**src/core/lsd_defines.svh**
```systemverilog
/*
  Constants for the segment driver: chain lengths, level codes and timing.
  Assumes inclusion by bare name from files under core/ and testbench/.
*/
`ifndef LSD_DEFINES_SVH
`define LSD_DEFINES_SVH

// ==========================================
// Chain geometry
`define LSD_HALF_BITS 20
`define LSD_SEG_COUNT 40

// ==========================================
// Level select codes, top supply down to lowest bias
`define LSD_LVL_TOP 2'h0
`define LSD_LVL_SECOND 2'h1
`define LSD_LVL_THIRD 2'h2
`define LSD_LVL_LOWEST 2'h3

// ==========================================
// Reset values
`define LSD_CHAIN_RST 40'h0
`define LSD_LATCH_RST 40'h0

// ==========================================
// Timing: core clock period and shift clock limits
`define LSD_CORE_PERIOD_NS 25
`define LSD_SHIFT_PULSE_MIN_NS 125
`define LSD_SHIFT_PULSE_MIN_CYC ((`LSD_SHIFT_PULSE_MIN_NS + `LSD_CORE_PERIOD_NS - 1) / `LSD_CORE_PERIOD_NS)

`endif

```
**src/core/lsd_pkg.sv**
```systemverilog
/*
  Types for the segment driver.
  Assumes lsd_defines.svh sits beside it in core/.
*/
`include "lsd_defines.svh"

package lsd_pkg;
  typedef logic [1:0] lsd_level_type;

  // Serial, shift clock, load and alternation inputs from the controller
  typedef struct packed {
    logic serial_in_low_half;
    logic serial_in_high_half;
    logic shift_clock;
    logic load;
    logic frame_alternation;
  } lsd_ctrl_type;

  // Cascade outputs
  typedef struct packed {
    logic chain_out_mid;
    logic chain_out_end;
  } lsd_chain_type;
endpackage

```
**src/core/lsd_segment_driver.sv**
```systemverilog
/*
  Segment driver core: two 20-bit shift halves, a 40-bit load latch and
  per-segment level selection into 2-bit codes.
  Assumes controller inputs are synchronous to core_clk, and shift_clock
  is sampled, its falling edge detected on core_clk.
*/
// How it works
// Both halves shift on shift clock fall
// Controller presents one bit per falling edge
// Low input feeds 1..20; mid shows 20
// High input feeds 21..40; cascade makes 40
// End output presents position 40
// Load high passes chain into latch
// Load low holds latch despite shifting
// Each segment follows latch bit and alternation
// Truth table maps bit, alternation to level
// Controller drives alternation for polarity reversal
// Segment output is 2-bit level code
`timescale 1ns/1ps
`include "lsd_defines.svh"

module lsd_segment_driver #(
  parameter int HALF_BITS = `LSD_HALF_BITS
) (
  input wire logic core_clk,
  input wire logic rst,
  input wire lsd_pkg::lsd_ctrl_type ctrl,
  output lsd_pkg::lsd_chain_type chain,
  output lsd_pkg::lsd_level_type segment_outputs [2*HALF_BITS]
);
  import lsd_pkg::*;

  localparam int SEGS = 2 * HALF_BITS;

  // Each half needs at least two bits for the shift slices below
  if (HALF_BITS < 2) begin : gen_bad_half
    $error("HALF_BITS must be at least 2");
  end

  // ==========================================
  // Shift clock edge detect
  // Resets to the idle high level, so a pin held low at release counts as a fall
  logic shift_prev;
  logic shift_fall;

  always_ff @(posedge core_clk) begin
    if (rst) begin
      shift_prev <= 1'b1;
    end else begin
      shift_prev <= ctrl.shift_clock;
    end
  end

  assign shift_fall = shift_prev && !ctrl.shift_clock;

  // ==========================================
  // Shift chain; index 0 is position 1
  logic [SEGS-1:0] chain_bits;

  // Shift on fall
  // Low half input
  // High half input
  always_ff @(posedge core_clk) begin
    if (rst) begin
      chain_bits <= SEGS'(`LSD_CHAIN_RST);
    end else if (shift_fall) begin
      chain_bits[HALF_BITS-1:0] <= {chain_bits[HALF_BITS-2:0], ctrl.serial_in_low_half};
      chain_bits[SEGS-1:HALF_BITS] <= {chain_bits[SEGS-2:HALF_BITS], ctrl.serial_in_high_half};
    end
  end

  // Mid tap
  // End tap
  always_ff @(posedge core_clk) begin
    if (rst) begin
      chain <= '0;
    end else begin
      chain.chain_out_mid <= chain_bits[HALF_BITS-1];
      chain.chain_out_end <= chain_bits[SEGS-1];
    end
  end

  // ==========================================
  // Output latch; transparent while load is high
  logic [SEGS-1:0] latch_bits;
  logic [SEGS-1:0] live_bits;

  // Latch follows the chain with its shift applied, so a fall during load lands too
  always_comb begin
    live_bits = chain_bits;
    if (shift_fall) begin
      live_bits[HALF_BITS-1:0] = {chain_bits[HALF_BITS-2:0], ctrl.serial_in_low_half};
      live_bits[SEGS-1:HALF_BITS] = {chain_bits[SEGS-2:HALF_BITS], ctrl.serial_in_high_half};
    end
  end

  // Load passes chain
  // Hold when low
  always_ff @(posedge core_clk) begin
    if (rst) begin
      latch_bits <= SEGS'(`LSD_LATCH_RST);
    end else if (ctrl.load) begin
      latch_bits <= live_bits;
    end
  end

  // ==========================================
  // Level selection per segment
  // Alternation is registered so it pairs with the latch value of the same edge
  logic alt_q;

  always_ff @(posedge core_clk) begin
    if (rst) begin
      alt_q <= 1'b0;
    end else begin
      alt_q <= ctrl.frame_alternation;
    end
  end

  genvar g;
  generate
    for (g = 0; g < SEGS; g++) begin : gen_seg
      // Per segment select
      // Truth table
      // Two-bit level code
      always_ff @(posedge core_clk) begin
        if (rst) begin
          segment_outputs[g] <= `LSD_LVL_SECOND;
        end else begin
          unique case ({latch_bits[g], alt_q})
            2'b11: segment_outputs[g] <= `LSD_LVL_LOWEST;
            2'b10: segment_outputs[g] <= `LSD_LVL_TOP;
            2'b01: segment_outputs[g] <= `LSD_LVL_THIRD;
            2'b00: segment_outputs[g] <= `LSD_LVL_SECOND;
          endcase
        end
      end
    end
  endgenerate

  // ==========================================
  // Checks
  logic rst_q;

  always_ff @(posedge core_clk) begin
    rst_q <= rst;
  end

  // Expected level for one bit, written from the level table rather than the case above
  function automatic lsd_level_type level_of(input logic bit_v, input logic alt_v);
    if (bit_v) begin
      return alt_v ? `LSD_LVL_LOWEST : `LSD_LVL_TOP;
    end
    return alt_v ? `LSD_LVL_THIRD : `LSD_LVL_SECOND;
  endfunction
endmodule

```
**config.mk**
```make
export PLATFORM = sky130hd
export DESIGN_NAME = lsd_segment_driver
export DESIGN_NICKNAME = d
export VERILOG_FILES = /design/src/core/lsd_pkg.sv /design/src/core/lsd_segment_driver.sv
export VERILOG_INCLUDE_DIRS = /design/src /design/src/core
export SDC_FILE = /design/constraint.sdc
export NUM_CORES = 1
export LEC_CHECK = 0
export BUFFER_PORTS_ARGS = -buffer_cell sky130_fd_sc_hd__buf_4
export CAP_MARGIN = 10
export CORE_ASPECT_RATIO = 1.5
export CORE_MARGIN = 5
export CORE_UTILIZATION = 60
export DETAILED_ROUTE_END_ITERATION = 6
export HOLD_SLACK_MARGIN = 0.05
export PLACE_DENSITY = 0.87
export SYNTH_ARGS = -nofsm -noshare
export SYNTH_HDL_FRONTEND = slang
export SYNTH_SLANG_ARGS = --single-unit
```
**constraint.sdc**
```tcl
create_clock -name core_clk -period 4.26 [get_ports core_clk]
set_clock_uncertainty 0.1 [all_clocks]
set_input_delay 0.852 -clock core_clk [delete_from_list [all_inputs] [get_ports core_clk]]
set_output_delay 0.852 -clock core_clk [all_outputs]
set_load 0.05 [all_outputs]
```
==> key figures <==
Global route
  • Number of antenna violations at the first check in global routing: 0
  • Pin count of the biggest net entering global routing: 81
  • Total congestion overflow: 0
  • Vias in the first global route: 3,898
  • Global-route wire length before repair: 17,700 um
  • All-Layer GR Usage: 17.50%

Floorplan
  • Site row count: 45
  • Area of the placeable core: 10,130 sq um
  • Area enclosed by the die boundary: 12,560 sq um
  • Horizontal die dimension: 93.18 um
  • Die height: 134.8 um
  • # IOs: 89
  • Initial Util: 61.44%

Timing
  • Least setup slack across all paths after layout: 2.045 ns
  • Number of hold-slack violations in the final timing report: 0
  • Final critical-path required period: 2.215 ns
  • Min Hold Slack: 0.3852 ns
  • Final number of max-transition violations: 0
  • Highest attainable clock frequency: 451.5 MHz
  • Setup Total Neg Slack: 0 ns
  • Number of failing setup endpoints in the final timing report: 0
  • Post-route clock period utilization: 51.99%
  • Transition time at the pin with the least slew margin: 0.9775 ns
  • RSZ-0062 raised after global routing: no
  • Slew margin rel.: 34.83%

Hold path
  • Worst min-delay path category: flop to flop
  • Hold Crit Start: chain_bits[19]

CTS
  • Worst-case clock buffer depth: 2
  • Worst skew pair latency: 0.40 ns
  • Clock tree from TritonCTS: done
  • Cells resized by post-CTS repair: 0
  • CTS buffer count: 17
  • Number of H-tree levels: 4
  • Hold-fix buffers, CTS: 0
  • Clock Sinks: 164
  • Register clock-pin slew on the reported worst setup and hold paths: 0.06 ns
  • Post CTS Setup Buffer Count: 0
  • Clock root buffer: clkbuf_16

Setup path
  • Critical path capture point type: flop
  • Data arrival time of the critical path: 2.41 ns
  • Worst-case register-to-register setup slack: 2.05 ns
  • Kind of critical path: flop to flop
  • End point of the critical path: segment_outputs[52]
  • CP startpoint kind: flop
  • Endpoint required time on the critical path: 4.45 ns
  • Critical path fanouts, max: 50
  • Series of cell instances along the critical path: buf_4, ha_1, or2_1
  • Critical Path Slowest Stage Cell: dfxtp_2
  • Reg-to-reg endpoint: segment_outputs[52]
  • Worst reg2reg startpoint: alt_q
  • Reg2Reg Depth: 3
  • Worst setup path startpoint: alt_q
  • Crit path largest cell delay: 0.97 ns

Synthesis
  • Distinct cells, synth: 14
  • Number of warnings issued by yosys: 0
  • Register bit count reported by yosys: 164
  • Cell count after synthesis: 601
  • Post-Synthesis Cell Area: 6227 sq um
  • Synth top area share: 52.72%
  • Share of the yosys chip area belonging to registers: 52.72%
  • Mean instance size in the synthesized netlist: 10.36 sq um
  • Synth area leader: dfxtp_1
  • Syn nets: 688
  • Dominant cells by area after synthesis: dfxtp_1, ha_1, nor2_1

Placement
  • DP Wirelength: 6703 um
  • Place WS: 1.937 ns
  • IO buf count: 88
  • Routability Congestion: 0.7820

Cells and area
  • Number of nets in the finished design: 766
  • Most frequent cells in the layout: dfxtp_1, nor2_1, buf_4
  • Post-route core utilization: 73.12%
  • Antenna cell count: 0
  • Share of final-layout standard cells stronger than drive strength 1: 17.83%
  • Area growth syn-to-layout: 19.01%
  • Most common cell after layout, fill and taps aside: dfxtp_1

Routing
  • Total number of vias: 4,056
  • Routed wire length: 10,350 um
  • Final routed wire length divided by cell count: 12.82 um
  • TritonRoute pass-1 iters: 4
  • Antenna-violating nets left: 0
  • Detailed-route vias per instance: 5.026
  • Initial detailed-routing violation count: 159
  • Remaining design rule violation count: 0

Power and ir drop
  • PnR Total Power: 3450 uW
  • Power per cell area: 465.5 nW/um^2
  • Maximum vdd ir drop: 0.3153 mV
  • Leak pwr: 0.003460 uW

Run
  • Max cap viols: 0

Outcome
  • Result of the run: finished clean
-- logic make-up (layout without fill, tap and decap cells) --
logic type,Yosys count,in the layout,share of synthesized area [%]
buffers and inverters,72,161,5.666
and+or+nand+nor,205,205,14.29
DFF,164,164,52.72
muxes,40,40,6.430
AOI/OAI and AO/OA,40,40,4.822
adders and majority gates,80,80,16.07
-- metrics by stage --
step | cells | instance area (sq um)
5_1_grt | 807 | 7411
3_5_place_dp | 777 | 6855
4_1_cts | 807 | 7411
3_3_place_gp | 777 | 6855
6_report | 807 | 7411
2_1_floorplan | 601 | 6227
-- worst max-delay path, delay by kind of cell, from the launching register on --
kind / cells / cell delay [ns]
and+or+nand+nor: 1 / 0.22
DFF: 1 / 0.97
buffers and inverters: 1 / 0.47
adders and majority gates: 1 / 0.31
-- power by group --
group          switching, uW  internal, uW
Combinational            268           122
Clock                    556           864
Sequential              37.9          1600
Total                    863          2590
-- final cells by class --
cell class | count | area, sq um
multi-input cells | 365 | 2591
repair buffers | 91 | 683.2
flip-flops and latches | 164 | 3284
well taps | 117 | 146.4
inverters | 40 | 150.1
clock inverters | 11 | 112.6
clock buffers | 19 | 442.9
fillers | 717 | 2724
-- synth_stat cells --
cell	n
mux2i_1	40
or2_2	1
buf_1	1
clkbuf_1	25
ha_1	80
buf_12	5
inv_1	40
or2_1	40
a211oi_1	40
clkbuf_2	1
nand2b_4	1
dfxtp_1	164
nor2_1	160
nor2b_1	3
-- layer usage --
metal	vias up	wire (um)	global-route usage (%)
li1	2076	-	-
met3	15	460	4.459
met1	1874	4064	19.09
met5	-	0	0
met4	0	220	7.987
met2	91	5604	31.46
-- state kept, by name, summed over array words and instances, names as in the netlist --
register,cells
chain_bits,40
latch_bits,40
segment_outputs,80
alt_q,1
chain,2
shift_prev,1
-- how the worst min path moves through the flow --
stage / to / slack (ns) / depth (start not counted)
after floorplan: chain[0] / 0.34 / 1
after global placement: chain[0] / 0.38 / 1
after detailed placement: chain[0] / 0.38 / 1
after CTS: chain[0] / 0.39 / 1
after global routing: chain[1] / 0.40 / 1
final: chain[1] / 0.39 / 1
Note: power is estimated with default switching activity, not from simulation.
